### config.mk
export PLATFORM = sky130hd
export DESIGN_NAME = prioritized_vector_irq_controller
export DESIGN_NICKNAME = d
export VERILOG_FILES = /design/src/hdl/irq_ctrl_pkg.sv /design/src/hdl/prioritized_vector_irq_controller.sv
export SDC_FILE = /design/constraint.sdc
export NUM_CORES = 1
export LEC_CHECK = 0
export BUFFER_PORTS_ARGS = -buffer_cell sky130_fd_sc_hd__buf_2
export CORE_UTILIZATION = 50
export CTS_CLUSTER_SIZE = 8
export DETAILED_ROUTE_END_ITERATION = 10
export PLACE_DENSITY = 0.87
export SYNTH_ARGS = -nofsm -noshare
export SYNTH_HDL_FRONTEND = slang
export SYNTH_SLANG_ARGS = --single-unit
### constraint.sdc
create_clock -name clk -period 6 [get_ports clk]
set_clock_uncertainty 0.05 [all_clocks]
set_input_delay 0.3 -clock clk [delete_from_list [all_inputs] [get_ports clk]]
set_output_delay 0.3 -clock clk [all_outputs]
set_load 0.01 [all_outputs]
### src/hdl/irq_ctrl_pkg.sv
// package for the prioritized vectored interrupt controller
// assumes one system clock; source numbering follows the vector table order
package irq_ctrl_pkg;

  // ************************************************************
  // source numbering and widths
  // ************************************************************
  localparam int NUM_SRC = 24;
  localparam int GROUP_W = 8;
  localparam int NUM_GROUPS = 3;
  localparam int GPIO_SHARED = 8;
  localparam int GPIO_DUAL = 4;
  localparam int SRC_IDX_W = 5;
  localparam int VEC_W = 16;

  // ************************************************************
  // fixed program-memory vector addresses (msb at even, lsb at odd)
  // ************************************************************
  localparam logic [15:0] VEC_RESET = 16'h0002;
  localparam logic [15:0] VEC_WATCHDOG = 16'h0004;
  localparam logic [15:0] VEC_ILLEGAL_TRAP = 16'h0006;
  localparam logic [15:0] VEC_FIRST_SRC = 16'h0008;
  localparam logic [15:0] VEC_LAST_GROUP0 = 16'h0016;
  localparam logic [15:0] VEC_GPIO_PIN7 = 16'h0018;
  localparam logic [15:0] VEC_GPIO_PIN0 = 16'h0026;
  localparam logic [15:0] VEC_TIMER3 = 16'h0028;
  localparam logic [15:0] VEC_DMA = 16'h002E;
  localparam logic [15:0] VEC_PORTC3 = 16'h0030;
  localparam logic [15:0] VEC_PORTC0 = 16'h0036;
  localparam logic [15:0] VEC_STEP = 16'h0002;
  localparam logic [15:0] VEC_LSB_OFFSET = 16'h0001;

  // ************************************************************
  // assertion types: 1 marks a continuous-assertion source
  // flat bit 23 is group 0 bit 7 (highest priority source)
  // ************************************************************
  localparam logic [23:0] CONT_MASK = 24'h1E0060;

  // ************************************************************
  // reset values
  // ************************************************************
  localparam logic [23:0] PEND_RESET = 24'h000000;
  localparam logic [23:0] ENABLE_RESET = 24'h000000;
  localparam logic [15:0] VECTOR_RESET = 16'h0000;
  localparam logic MASTER_RESET = 1'b0;

  // ************************************************************
  // priority levels from {enable high, enable low}
  // ************************************************************
  localparam logic [1:0] LEVEL_OFF = 2'h0;
  localparam logic [1:0] LEVEL_1 = 2'h1;
  localparam logic [1:0] LEVEL_2 = 2'h2;
  localparam logic [1:0] LEVEL_3 = 2'h3;

  typedef enum logic [1:0] {
    ST_IDLE = 2'b01,
    ST_OFFER = 2'b10
  } offer_state_type;

endpackage

### src/hdl/prioritized_vector_irq_controller.sv
// prioritized vectored interrupt controller, 24 sources plus watchdog
// assumes all inputs are synchronous to clk; core pulses are one cycle
`timescale 1ns/1ps

// Summary of operation
// vector word: high byte at even address, low byte at next odd address.
// reset 0002h, watchdog 0004h, illegal trap 0006h; reset and trap unmasked.
// timer2 at 0008h down through ADC at 0016h, two bytes apart.
// eight shared GPIO edge sources, pin7 at 0018h to pin0 at 0026h.
// timer3 at 0028h, UART1 receive, UART1 transmit, DMA at 002Eh.
// port C pins 3..0, both edges, vectors 0030h to 0036h.
// watchdog, UARTs, I2C, SPI are level sources; the rest are pulses.
// master enable sets on enable, return, or software write of 1.
// master enable clears on disable, ack, write 0, reset, trap, illegal.
// level 3 beats level 2, level 2 beats level 1.
// within a level, lowest vector address wins.
// reset, enabled watchdog and illegal trap always sit above all levels; the code offers only the watchdog vector, never 0002h or 0006h.
// a one-cycle pulse is caught into a sticky pending bit.
// ack clears a pulse source's pending bit until it pulses again.
// software write of 0 clears a pulse source's pending bit.
// ack never clears a level source's pending bit.
// write 0 clears a level source one cycle; it sets again if still high.
// software clears a level source at the peripheral first, then pending.
// enable, priority and pending controls cover all but the watchdog.
// enable high/low: 00 off, 01 level1, 10 level2, 11 level3.
// request sets pending; forwarded only with master enable, else polled.
// each shared GPIO vector takes port A or port D, set by a select.
// pending and enable bits reset to 0.
// winning vector offered and held stable until the core acknowledges.
// a pulse in the same cycle as its clear wins.
module prioritized_vector_irq_controller
  import irq_ctrl_pkg::*;
(
  input wire logic clk,
  input wire logic arst_n,
  // peripheral requests
  input wire logic timer2Irq,
  input wire logic timer1Irq,
  input wire logic timer0Irq,
  input wire logic uart0RxIrq,
  input wire logic uart0TxIrq,
  input wire logic i2cIrq,
  input wire logic spiIrq,
  input wire logic adcIrq,
  input wire logic timer3Irq,
  input wire logic uart1RxIrq,
  input wire logic uart1TxIrq,
  input wire logic dmaIrq,
  input wire logic watchdogIrq,
  input wire logic watchdogIrqEnable,
  // gpio pins and edge configuration
  input wire logic [7:0] portAIn,
  input wire logic [7:0] portDIn,
  input wire logic [3:0] portCIn,
  input wire logic [7:0] irqPortSelect,
  input wire logic [7:0] irqFallingEdge,
  // core events
  input wire logic enable_irq_instr,
  input wire logic disable_irq_instr,
  input wire logic return_from_irq_instr,
  input wire logic trapInstr,
  input wire logic illegalInstrTrap,
  input wire logic irqAck,
  // software writes
  input wire logic masterEnableWrite,
  input wire logic masterEnableWdata,
  input wire logic [2:0] pendingWrite,
  input wire logic [2:0] enableHighWrite,
  input wire logic [2:0] enableLowWrite,
  input wire logic [7:0] regWdata,
  // outputs
  output logic master_irq_enable,
  output logic irqRequest,
  output logic [15:0] irqVectorMsbAddr,
  output logic [15:0] irqVectorLsbAddr,
  output logic [7:0] group0_pending_bits,
  output logic [7:0] group1_pending_bits,
  output logic [7:0] group2_pending_bits,
  output logic [7:0] group0_enable_high_bits,
  output logic [7:0] group0_enable_low_bits,
  output logic [7:0] group1EnableHighBits,
  output logic [7:0] group1EnableLowBits,
  output logic [7:0] group2EnableHighBits,
  output logic [7:0] group2EnableLowBits
);

  // ************************************************************
  // state
  // ************************************************************
  logic [23:0] pendQ;
  logic [23:0] pendD;
  logic [23:0] enHighQ;
  logic [23:0] enHighD;
  logic [23:0] enLowQ;
  logic [23:0] enLowD;
  logic masterQ;
  logic masterD;
  offer_state_type stateQ;
  offer_state_type stateD;
  logic [15:0] vectorQ;
  logic [15:0] vectorD;
  logic [4:0] winPosQ;
  logic [4:0] winPosD;
  logic wdtWinQ;
  logic wdtWinD;
  logic [11:0] gpioPrevQ;
  logic primedQ;

  // ************************************************************
  // gpio edge detection
  // ************************************************************
  logic [7:0] sharedPin;
  logic [7:0] sharedEdge;
  logic [3:0] portCEdge;

  assign sharedPin = (irqPortSelect & portDIn) | (~irqPortSelect & portAIn);

  genvar gp;
  generate
    for (gp = 0; gp < GPIO_SHARED; gp++)
    begin : g_shared
      // falling select chooses the high-to-low transition
      assign sharedEdge[gp] = primedQ &
        (irqFallingEdge[gp] ? (gpioPrevQ[gp] & ~sharedPin[gp])
                            : (~gpioPrevQ[gp] & sharedPin[gp]));
    end
    for (gp = 0; gp < GPIO_DUAL; gp++)
    begin : g_dual
      assign portCEdge[gp] = primedQ &
        (gpioPrevQ[GPIO_SHARED + gp] ^ portCIn[gp]);
    end
  endgenerate

  always_ff @(posedge clk or negedge arst_n)
  begin
    if (!arst_n)
    begin
      gpioPrevQ <= 12'h000;
      primedQ <= 1'b0;
    end
    else
    begin
      gpioPrevQ <= {portCIn, sharedPin};
      primedQ <= 1'b1;
    end
  end

  // ************************************************************
  // request vector in table order, flat bit 23 is highest
  // ************************************************************
  logic [23:0] reqFlat;

  assign reqFlat = {timer2Irq, timer1Irq, timer0Irq, uart0RxIrq,
                    uart0TxIrq, i2cIrq, spiIrq, adcIrq,
                    sharedEdge,
                    timer3Irq, uart1RxIrq, uart1TxIrq, dmaIrq,
                    portCEdge};

  // ************************************************************
  // write decode, group g covers flat bits 23-8g down to 16-8g
  // ************************************************************
  logic [23:0] pendWrMask;
  logic [23:0] enHighWrMask;
  logic [23:0] enLowWrMask;
  logic [23:0] wdataFlat;
  logic [23:0] ackMask;
  logic ackTaken;

  assign wdataFlat = {regWdata, regWdata, regWdata};
  assign pendWrMask = {{8{pendingWrite[0]}}, {8{pendingWrite[1]}},
                       {8{pendingWrite[2]}}};
  assign enHighWrMask = {{8{enableHighWrite[0]}}, {8{enableHighWrite[1]}},
                         {8{enableHighWrite[2]}}};
  assign enLowWrMask = {{8{enableLowWrite[0]}}, {8{enableLowWrite[1]}},
                        {8{enableLowWrite[2]}}};
  assign ackTaken = irqAck && (stateQ == ST_OFFER);
  // ack only retires the latched programmable winner
  assign ackMask = (ackTaken && !wdtWinQ) ? (24'h000001 << winPosQ)
                                          : 24'h000000;

  // ************************************************************
  // pending bits
  // ************************************************************
  genvar sb;
  generate
    for (sb = 0; sb < NUM_SRC; sb++)
    begin : g_pend
      logic swClr;
      logic swSet;
      assign swClr = pendWrMask[sb] & ~wdataFlat[sb];
      assign swSet = pendWrMask[sb] & wdataFlat[sb];
      if (CONT_MASK[sb])
      begin : g_cont
        // level source: write 0 drops it one cycle, ack ignored
        assign pendD[sb] = swClr ? 1'b0
                                 : (pendQ[sb] | reqFlat[sb] | swSet);
      end
      else
      begin : g_pulse
        // pulse source: sticky, new pulse beats any clear
        assign pendD[sb] = reqFlat[sb] | swSet |
          (pendQ[sb] & ~swClr & ~ackMask[sb]);
      end
    end
  endgenerate

  assign enHighD = (enHighWrMask & wdataFlat) | (~enHighWrMask & enHighQ);
  assign enLowD = (enLowWrMask & wdataFlat) | (~enLowWrMask & enLowQ);

  always_ff @(posedge clk or negedge arst_n)
  begin
    if (!arst_n)
    begin
      pendQ <= PEND_RESET;
      enHighQ <= ENABLE_RESET;
      enLowQ <= ENABLE_RESET;
    end
    else
    begin
      pendQ <= pendD;
      enHighQ <= enHighD;
      enLowQ <= enLowD;
    end
  end

  // ************************************************************
  // master enable
  // ************************************************************
  logic masterSet;
  logic masterClr;

  assign masterSet = enable_irq_instr | return_from_irq_instr |
                     (masterEnableWrite & masterEnableWdata);
  assign masterClr = disable_irq_instr | ackTaken | trapInstr |
                     illegalInstrTrap |
                     (masterEnableWrite & ~masterEnableWdata);
  assign masterD = masterClr ? 1'b0 : (masterSet | masterQ);

  always_ff @(posedge clk or negedge arst_n)
  begin
    if (!arst_n)
      masterQ <= MASTER_RESET;
    else
      masterQ <= masterD;
  end

  // ************************************************************
  // arbitration
  // ************************************************************
  logic [23:0] lvl3Mask;
  logic [23:0] lvl2Mask;
  logic [23:0] lvl1Mask;
  logic [23:0] winMask;
  logic [4:0] winPos;
  logic anyPending;
  logic wdtActive;
  logic [15:0] srcVector;

  // enable pair per source; watchdog is outside these controls
  assign lvl3Mask = pendQ & enHighQ & enLowQ;
  assign lvl2Mask = pendQ & enHighQ & ~enLowQ;
  assign lvl1Mask = pendQ & ~enHighQ & enLowQ;
  assign winMask = (|lvl3Mask) ? lvl3Mask :
                   (|lvl2Mask) ? lvl2Mask : lvl1Mask;
  assign anyPending = |winMask;
  assign wdtActive = watchdogIrq & watchdogIrqEnable;

  // highest flat bit is the lowest vector address
  function automatic logic [4:0] top_bit(input logic [23:0] mask);
    logic [4:0] pos;
    pos = 5'h00;
    for (int i = 0; i < NUM_SRC; i++)
      if (mask[i])
        pos = 5'(i);
    return pos;
  endfunction

  assign winPos = top_bit(winMask);
  assign srcVector = VEC_FIRST_SRC +
    16'(VEC_STEP * 16'(5'(NUM_SRC - 1) - winPos));

  // ************************************************************
  // offer to the core
  // ************************************************************
  logic candidate;

  assign candidate = masterQ & (wdtActive | anyPending);

  always_comb
  begin
    stateD = stateQ;
    vectorD = vectorQ;
    winPosD = winPosQ;
    wdtWinD = wdtWinQ;
    unique case (stateQ)
      ST_IDLE:
      begin
        if (candidate)
        begin
          stateD = ST_OFFER;
          wdtWinD = wdtActive;
          winPosD = winPos;
          vectorD = wdtActive ? VEC_WATCHDOG : srcVector;
        end
      end
      ST_OFFER:
      begin
        // held until ack; withdrawn if software drops the master enable
        if (ackTaken || !masterQ)
          stateD = ST_IDLE;
      end
    endcase
  end

  always_ff @(posedge clk or negedge arst_n)
  begin
    if (!arst_n)
    begin
      stateQ <= ST_IDLE;
      vectorQ <= VECTOR_RESET;
      winPosQ <= 5'h00;
      wdtWinQ <= 1'b0;
    end
    else
    begin
      stateQ <= stateD;
      vectorQ <= vectorD;
      winPosQ <= winPosD;
      wdtWinQ <= wdtWinD;
    end
  end

  // ************************************************************
  // outputs
  // ************************************************************
  assign irqRequest = (stateQ == ST_OFFER);
  assign irqVectorMsbAddr = vectorQ;
  assign irqVectorLsbAddr = vectorQ | VEC_LSB_OFFSET;
  assign master_irq_enable = masterQ;
  assign group0_pending_bits = pendQ[23:16];
  assign group1_pending_bits = pendQ[15:8];
  assign group2_pending_bits = pendQ[7:0];
  assign group0_enable_high_bits = enHighQ[23:16];
  assign group0_enable_low_bits = enLowQ[23:16];
  assign group1EnableHighBits = enHighQ[15:8];
  assign group1EnableLowBits = enLowQ[15:8];
  assign group2EnableHighBits = enHighQ[7:0];
  assign group2EnableLowBits = enLowQ[7:0];

endmodule

==> results of run 1 <==
-- kinds of logic (layout without fill, tap and decap cells) --
group | Yosys count | in the layout
compound gates | 152 | 152
xor+xnor | 17 | 17
fa+ha+maj | 2 | 2
buf+inv | 69 | 217
flops | 101 | 101
mux | 54 | 54
other cells | 2 | 3
simple gates | 246 | 246
-- final cells by class --
| class | count | area (sq um) | share of cell area |
|---|---|---|---|
| Clock inverter | 6 | 87.6 | 0.0122 |
| Multi-Input combinational cell | 474 | 3140 | 0.438 |
| Inverter | 18 | 67.6 | 0.00943 |
| Timing Repair Buffer | 184 | 936 | 0.131 |
| Sequential cell | 101 | 2530 | 0.353 |
| Clock buffer | 9 | 225 | 0.0314 |
| Tap cell | 143 | 179 | 0.0250 |
-- final timing paths --
kind | slack (ps) | endpoint | startpoint | cells past startpoint
setup reg to reg | 1840 | winPosQ[4]$_DFFE_PN0P_ | register | 10
max in group asynchronous | 4280 | gpioPrevQ[1]$_DFF_PN0_ | arst_n | 3
min in group asynchronous | 360 | pendQ[18]$_DFF_PN0_ | arst_n | 2
hold reg to reg | 510 | irqVectorMsbAddr[3]$_DFFE_PN0P_ | irqVectorMsbAddr[3]$_DFFE_PN0P_ | 2
setup / recovery | 1840 | winPosQ[4]$_DFFE_PN0P_ | register | 10
hold / removal | 20 | gpioPrevQ[10]$_DFF_PN0_ | portCIn[2] | 1
-- metal layers --
metal	GRT usage	part of all wire	vias up	wire, um
li1	-	-	2616	-
met1	0.414	0.41	2824	7700
met2	0.473	0.46	335	8520
met3	0.0893	0.10	41	1890
met4	0.108	0.033	0	613
met5	0	0	-	0
-- layout by cell type, fill, tap and decap left out, types with 4 or more instances in the layout --
| cell type | Yosys | layout |
|---|---|---|
| buf_4 | 25 | 4 |
| a21oi_1 | 14 | 14 |
| nand2b_1 | 4 | 4 |
| buf_2 | 5 | 179 |
| or3_1 | 8 | 8 |
| xor2_1 | 5 | 5 |
| nor2_1 | 24 | 24 |
| nand4_1 | 7 | 7 |
| nand3b_1 | 19 | 19 |
| a31oi_1 | 4 | 4 |
| nand3_1 | 32 | 32 |
| inv_1 | 18 | 18 |
| mux2i_1 | 9 | 9 |
| o21ai_0 | 53 | 53 |
| nand3_2 | 4 | 4 |
| nand2_1 | 100 | 100 |
| o2111ai_1 | 6 | 6 |
| and3_1 | 6 | 6 |
| o221a_2 | 5 | 5 |
| o31ai_1 | 6 | 6 |
| a22oi_1 | 13 | 13 |
| mux2_2 | 42 | 42 |
| and3b_1 | 4 | 4 |
| a211oi_1 | 4 | 4 |
| nor3_1 | 7 | 7 |
| clkbuf_16 | 0 | 9 |
| nor2b_1 | 5 | 5 |
| dfrtp_1 | 100 | 100 |
| o22ai_1 | 6 | 6 |
| xnor2_1 | 12 | 12 |
-- report_power, final --
group	total, mW	switching (mW)	internal (mW)
registers	0.933	0.151	0.781
logic	0.665	0.379	0.286
clock network	0.629	0.264	0.364
-- cell usage after synthesis (all sizes together) (6+ instances only) --
cell type  number  share of area
nand3b         19          0.024
o22ai           6         0.0062
o21ai          56          0.047
a21oi          14          0.012
inv            18          0.011
nor3            7         0.0058
nand3          36          0.033
o221a           6          0.011
dfrtp         100           0.41
or3             8         0.0083
nor4            6          0.011
and3            6         0.0062
mux2           45          0.086
nand2         100          0.062
o31ai           6         0.0074
nor2           27          0.020
clkbuf         18          0.011
a22oi          13          0.016
xnor2          12          0.017
mux2i           9          0.015
o2111ai         6         0.0087
buf            33          0.041
nand4          10          0.013
-- through the flow --
step / utilization / std cells
2_1_floorplan: - / 644
3_3_place_gp: 0.589 / 919
3_5_place_dp: 0.589 / 919
4_1_cts: 0.617 / 935
5_1_grt: 0.617 / 935
6_report: 0.617 / 935
-- worst max-delay path, cell delays in order (launching register included) --
cell and delay [ps]:
dfrtp_1 450, nand3_1 180, nand4_2 130, or4_1 700
nor2_4 630, xnor2_1 220, o221a_2 280, nand4_1 280
nor4_4 660, nor2_4 140, mux2_4 320
==> results.yml, run 1 <==
place:
  pre_cts_slack_ps: 1940
  dpl_cell_area_sq_um: 6840
  io_buffer_count: 180
  dp_hpwl_mm: 13.9
  place_congestion: 0.999
logic_synthesis:
  synth.avg_cell_area_sq_um: 9.40
  yosys_warnings: 0
  ys_ff_latch: 101
  netlist_area_sq_um: 6050
  synthAdderAreaFrac: 0.00414
  synth_cells: 643
  synth_compound_area_frac: 0.173
  synth_top_family_by_area: "simple AND/OR/NAND/NOR gates"
  ys_types: 75
  synthXorXnorAreaFrac: 0.0246
  async_flop_share: 1.00
  synth_top_flop_cell: "dfrtp_1"
  synth_mux_area_frac: 0.101
  synth-simple-area-share: 0.215
  yosysSeqAreaShare: 0.418
  synth_edf_count: 0
cells_and_area:
  n_antenna_cell: 0
  drive_gt1_frac: 0.335
  final_cell_area_sq_um: 7160
  area_growth_pct: 18.5
  nFillCells: 1045
  fin_nets: 867
outcome:
  status: "complete, but fails checks"
  violations: "design-rule violations"
sta:
  setup_ws_ps: 1840
  clock.fmax_mhz: 240
  fin_setup_tns_ps: 0
  period_needed_ps: 4160
  setup_viol: 0
  hold_viol_final: 0
  rsz0062_at_grt: "no"
  worst_hold_slack_ps: 22.4
  slew_headroom: 0.394
  timing.final.crit_share: 0.693
  slew_viol_final: 0
  tightest_slew_ps: 910
pwr:
  fin_total_pwr_mw: 2.23
  leakage_nw: 3.38
  powerDensity_nw_per_um2: 311
  ir_drop_mv: 0.170
die:
  start_util: 0.521
  placement_rows: 39
  ios: 183
  core-area_sq_um: 11600
  die_x_um: 112
  die_y_um: 112
  die-area_sq_um: 12500
grt:
  grt_max_degree: 72
  track_usage: 0.307
  grt_pass1_vias: 5372
  grt_overflow: 0
  antenna_found_initial: 0
  grt_pass1_wl_mm: 29.4
setup_path:
  crit_type: "reg -> reg"
  critPathArrivalTime_ps: 4350
  required_ps: 6190
  worstPathMaxFanout: 23
  start_kind: "register"
  end_kind: "register"
drt:
  antenna_left: 0
  first_pass_iters: 9
  vias_per_cell: 6.22
  via_count: 5816
  drc: 14
  wl_mm: 18.7
  drt-initial-drc-count: 744
  routedWlPerCell_um: 20.0
clock_tree:
  insertion_delay_ps: 350
  h-tree-depth: 3
  clkTransAtPathRegs_ps: 70
  cts_resized: 0
  cts_tree: "built"
  postCtsSetupBuffers: 0
  cts_buffers: 9
  cts_hold_buf: 1
  cts_max_path_buffers: 2
  root_buffer: "clkbuf_16"
  cts_sinks: 101
worst_hold_path:
  holdCritPathClass: "in -> reg"
job:
  maxCapViolCount: 0
(Power assumes the default switching activity.)
==> inputs of run 2 (changes only) <==
ABC_AREA = 1   (was not set)
PLACE_DENSITY = 0.88   (was 0.87)
clock period = 4.2 ns   (was 6 ns; I/O delays follow)
==> run 2 against run 1 <==
  * The flow now finishes without violations
  * Non-clock buffer count is 2 higher
  * Wire length decreased by 8.5%
  * Total power is 36% higher
  * Flip-flop and latch count unchanged
  * Count of clock-buffer cells in the layout increased by 1
  * Global-route usage decreased by 0.76 points
  * Sequential share of layout area rose by 1.4 points
  * Area after synthesis down 4.9%
  * Cell area decreased by 3.8%
  * Largest cell class unchanged
  * Largest power group unchanged
  * Highest routed layer unchanged
==> results.yml, run 2 <==
pwr:
  ir_drop_mv: 0.360
  powerDensity_nw_per_um2: 438
  leakage_nw: 3.62
setup_path:
  crit_type: "reg -> reg"
  r2r_setup_slack_ps: 1040
  worstPathMaxFanout: 17
  cp_common_cell: "nand2_1"
  worstReg2RegStart: "pendQ[1]$_DFF_PN0_"
  cp_slowest_cell: "dfrtp_1"
  critPathArrivalTime_ps: 3390
  max_stage_delay_ps: 460
  required_ps: 4430
  cp-endpoint: "irqVectorMsbAddr[5]$_DFFE_PN0P_"
  r2r_end: "irqVectorMsbAddr[5]$_DFFE_PN0P_"
  crit_start: "pendQ[1]$_DFF_PN0_"
  end_kind: "register"
  r2r.worst_path.cells: 17
  start_kind: "register"
  path_cells: "nand3_1, nand2_1, nor2_1, nand2_1, nor2_4, nand2_4, clkinv_4, a21boi_0, nand2_1, inv_1, nand2_1, nor2_2, inv_1, nor2_1, ha_1, xor2_1, o21ai_1"
logic_synthesis:
  netlist_area_sq_um: 5750
  async_flop_share: 1.00
  yosysSeqAreaShare: 0.440
  yosysTopAreaCellShare: 0.435
  synth_area_leaders: "dfrtp_1 (44%), nand2_1 (12%), nand3_1 (7.7%), o21ai_0 (6.9%), inv_1 (4.9%)"
  synth_top_cells_by_count: "nand2_1 (187), dfrtp_1 (100), nand3_1 (88)"
  synth_edf_count: 0
  synth_top_flop_cell: "dfrtp_1"
  ys_types: 48
  ys_ff_latch: 101
  synth_most_common_cell: "nand2_1"
  yosysTopAreaCell: "dfrtp_1"
  yosys_warnings: 0
  synth.avg_cell_area_sq_um: 7.74
  synth_cells: 743
die:
  die-area_sq_um: 11900
  ios: 183
  die_y_um: 109
  core-area_sq_um: 11000
  start_util: 0.521
  die_x_um: 109
  placement_rows: 38
cells_and_area:
  n_antenna_cell: 0
  fin_util: 0.625
  drive_gt1_frac: 0.269
  final_cell_mix: "nand2_1 (187), buf_2 (179), dfrtp_1 (100), nand3_1 (88), o21ai_0 (79)"
  multi_input_area_sq_um: 2600
  mostFrequentLayoutCell: "nand2_1"
  nFillCells: 986
  fin_nets: 970
  area_growth_pct: 19.9
  ff_latch_area_sq_um: 2530
sta:
  setup_ws_ps: 1040
  rsz0062_at_grt: "no"
  slew_headroom: 0.361
  worst_hold_slack_ps: 6.98
  clock.fmax_mhz: 317
  period_needed_ps: 3160
  setup_viol: 0
  slew_viol_final: 0
  tightest_slew_ps: 959
  fin_setup_tns_ps: 0
  hold_viol_final: 0
  timing.final.crit_share: 0.752
drt:
  met1Wirelength_mm: 6.91
  drc: 0
  wl_mm: 17.1
  wl_met3_mm: 1.42
  vias_per_cell: 5.59
  top_layer_used: "met4"
  via_count: 5787
  antenna_left: 0
  drt-initial-drc-count: 481
  wl_met2_mm: 8.14
  routedWlPerCell_um: 16.5
  first_pass_iters: 5
grt:
  antenna_found_initial: 0
  grt_pass1_wl_mm: 26.8
  grt_pass1_vias: 5474
  grt_overflow: 0
  grt_max_degree: 76
  track_usage: 0.300
clock_tree:
  root_buffer: "clkbuf_16"
  insertion_delay_ps: 350
  cts_tree: "built"
  cts_buffers: 9
  cts_max_path_buffers: 2
  postCtsSetupBuffers: 0
  cts_sinks: 101
  clkTransAtPathRegs_ps: 70
  h-tree-depth: 3
  cts_resized: 0
  cts_hold_buf: 5
place:
  io_buffer_count: 180
  dp_hpwl_mm: 13.0
  pre_cts_slack_ps: 1150
  place_congestion: 0.986
worst_hold_path:
  hold_depth: 3
  holdCritPathClass: "in -> reg"
outcome:
  status: "finished, final reports clean"
job:
  maxCapViolCount: 0
## run 2: worst max-delay path, delay by kind of cell (launching register included)
family,cells,cell delay [ps]
compound gates,2,480
xor+xnor,1,140
fa+ha+maj,1,290
buf+inv,3,360
flops,1,460
simple gates,10,1280
## run 2: layout make-up
class,count,share of cell area
timing repair buffer,186,0.139
tap,140,0.0254
multi-input combinational,507,0.377
sequential,101,0.367
clock buffer,10,0.0347
clock inverter,6,0.00781
inverter,86,0.0483
## run 2: power by group
| part | internal (mW) | total (mW) | switching, mW | leakage [nW] |
|---|---|---|---|---|
| registers | 1.11 | 1.29 | 0.184 | 1.20 |
| logic | 0.332 | 0.905 | 0.573 | 2.28 |
| clock network | 0.429 | 0.822 | 0.393 | 0.142 |
| total | 1.87 | 3.02 | 1.15 | 3.62 |
## run 2: stage by stage
stage	instance area (sq um)	instances	total power, mW
floorplan	5750	744	1.90
global placement	6550	1015	2.18
detailed placement	6550	1015	2.19
CTS	6890	1036	3.01
global route	6890	1036	3.19
finish	6890	1036	3.02
## run 2: how the worst min path moves through the flow
stage	from	end	slack [ps]
4_1_cts	timer1Irq	pendQ[22]$_DFF_PN0_	3
2_1_floorplan	arst_n	asynchronous set/reset pin	-140
6_report	timer2Irq	pendQ[23]$_DFF_PN0_	7
5_1_grt	timer0Irq	pendQ[21]$_DFF_PN0_	10
3_5_place_dp	portCIn[1]	gpioPrevQ[9]$_DFF_PN0_	300
3_3_place_gp	portCIn[2]	gpioPrevQ[10]$_DFF_PN0_	300
## run 2: kinds of logic (layout without fill, tap and decap cells)
kind of cell    after synthesis  in the layout  share of synthesized area
other cells                   2              3                    0.00131
xor+xnor                      1              1                    0.00152
simple gates                356            356                      0.285
compound gates              135            135                      0.140
buf+inv                     136            288                      0.109
mux                          10             10                     0.0196
flops                       101            101                      0.440
fa+ha+maj                     2              2                    0.00435
## run 2: routing by layer
layer | vias to the layer above | track usage
li1 | 2746 | -
met3 | 51 | 0.0580
met4 | 0 | 0.137
met1 | 2695 | 0.378
met2 | 295 | 0.497
met5 | - | 0
==> inputs of run 3 (changes only) <==
clock period = 3.3 ns   (was 4.2 ns; I/O delays follow)
==> run 3 against run 2 <==
  * First-iteration DRC count down 2.3%
  * Sequential power up 28%
  * Hold slack better by 14 ps
  * Via count down 0.19%
  * Die area unchanged
  * Cell area up 1.7%
  * Flip-flop and latch count unchanged
==> results.yml, run 3 (synthesized netlist as in run 2, its figures left out) <==
setup_path:
  critPathArrivalTime_ps: 3270
  start_kind: "register"
  crit_family: "simple AND/OR/NAND/NOR gates"
  path_depth: 17
  max_stage_delay_ps: 470
  crit_type: "reg -> reg"
  r2r.worst_path.cells: 17
  worstReg2RegStart: "pendQ[1]$_DFF_PN0_"
  worstPathMaxFanout: 17
  cp_slowest_cell: "dfrtp_1"
  cp-endpoint: "irqVectorMsbAddr[5]$_DFFE_PN0P_"
  cp_common_cell: "nand2_1"
  crit_start: "pendQ[1]$_DFF_PN0_"
  path_cells: "nand3_1, nand2_1, nor2_1, nand2_1, nor2_4, nand2_4, clkinv_4, a21boi_1, nand2_1, inv_1, nand2_1, nor2_2, inv_1, nor2_1, ha_1, xor2_1, o21ai_1"
  required_ps: 3520
  end_kind: "register"
  r2r_setup_slack_ps: 250
  cp_num_buf_inv: 3
  r2r_end: "irqVectorMsbAddr[5]$_DFFE_PN0P_"
pwr:
  leakage_nw: 3.68
  powerDensity_nw_per_um2: 548
  ir_drop_mv: 0.540
cells_and_area:
  n_antenna_cell: 0
  fin_nets: 981
  area_growth_pct: 21.9
  drive_gt1_frac: 0.266
  final_cell_mix: "nand2_1 (187), buf_2 (179), dfrtp_1 (100), nand3_1 (88), o21ai_0 (79)"
  mostFrequentLayoutCell: "nand2_1"
clock_tree:
  postCtsSetupBuffers: 0
  root_buffer: "clkbuf_16"
  cts_buffers: 9
  cts_tree: "built"
  cts_max_path_buffers: 2
  insertion_delay_ps: 350
  clkTransAtPathRegs_ps: 70
  h-tree-depth: 3
  cts_sinks: 101
grt:
  grt_max_degree: 59
  antenna_found_initial: 0
  grt_pass1_wl_mm: 27.2
  grt_pass1_vias: 5486
  track_usage: 0.302
  grt_overflow: 0
drt:
  first_pass_iters: 6
  routedWlPerCell_um: 16.4
  wl_mm: 17.1
  drt-initial-drc-count: 470
  vias_per_cell: 5.52
  antenna_left: 0
  via_count: 5776
  drc: 0
sta:
  slew_headroom: 0.611
  slew_viol_final: 0
  setup_ws_ps: 250
  tightest_slew_ps: 583
  worst_hold_slack_ps: 20.6
  period_needed_ps: 3050
  setup_viol: 0
  fin_setup_tns_ps: 0
  clock.fmax_mhz: 328
  timing.final.crit_share: 0.924
  hold_viol_final: 0
  rsz0062_at_grt: "no"
die:
  die-area_sq_um: 11900
  core-area_sq_um: 11000
  die_x_um: 109
  start_util: 0.521
  ios: 183
  placement_rows: 38
  die_y_um: 109
place:
  place_congestion: 0.994
  dp_hpwl_mm: 12.9
  io_buffer_count: 180
  pre_cts_slack_ps: 223
worst_hold_path:
  holdCritPathClass: "in -> reg"
outcome:
  status: "finished, final reports clean"
job:
  maxCapViolCount: 0
## run 3: per-layer routing
layer  vias up  wire length [um]  GRT usage
met5         -                 0          0
met4         0               471      0.110
met3        41              1500     0.0622
met2       307              8250      0.512
met1      2662              6910      0.381
li1       2766                 -          -
## run 3: repair_timing
action | in CTS | in global routing
gates resized for setup | 0 | 1
hold endpoints to repair | 57 | 0
hold buffers | 16 | 0
setup endpoints to repair | 0 | 3
## run 3: area by class of cell
type	count	area, sq um
Fill cell	985	4020
Timing Repair Buffer	197	1080
Inverter	86	333
Clock inverter	7	65.1
Sequential cell	101	2530
Tap cell	140	175
Multi-Input combinational cell	507	2600
Clock buffer	9	225
## run 3: how the worst min path moves through the flow
stage,to,depth (start not counted),startpoint
floorplan,asynchronous set/reset pin,0,arst_n
global placement,pendQ[19]$_DFF_PN0_,1,arst_n
detailed placement,pendQ[19]$_DFF_PN0_,1,arst_n
CTS,pendQ[19]$_DFF_PN0_,3,uart0TxIrq
global route,gpioPrevQ[2]$_DFF_PN0_,2,portAIn[2]
finish,master_irq_enable$_DFF_PN0_,4,trapInstr
## run 3: where the power goes
part / total (mW) / leakage (nW) / internal (mW) / switching, mW
Clock: 1.04 / 0.146 / 0.533 / 0.503
Combinational: 1.16 / 2.33 / 0.431 / 0.727
Sequential: 1.65 / 1.20 / 1.41 / 0.236
Total: 3.84 / 3.68 / 2.37 / 1.47
## run 3: metrics by stage
stage                     total power [mW]   util  cells  instance area [sq um]
final                                 3.84  0.635   1047                   7010
after floorplan                       2.41      -    744                   5750
after CTS                             3.85  0.635   1047                   7010
after global placement                2.77  0.595   1015                   6560
after detailed placement              2.79  0.595   1015                   6560
after global routing                  4.08  0.635   1047                   7010
## run 3: tightest hold or removal path: cells and delay by family
kind / cells / cell delay (ps)
AOI/OAI and AO/OA: 1 / 60
buffers and inverters: 1 / 70
and+or+nand+nor: 2 / 80
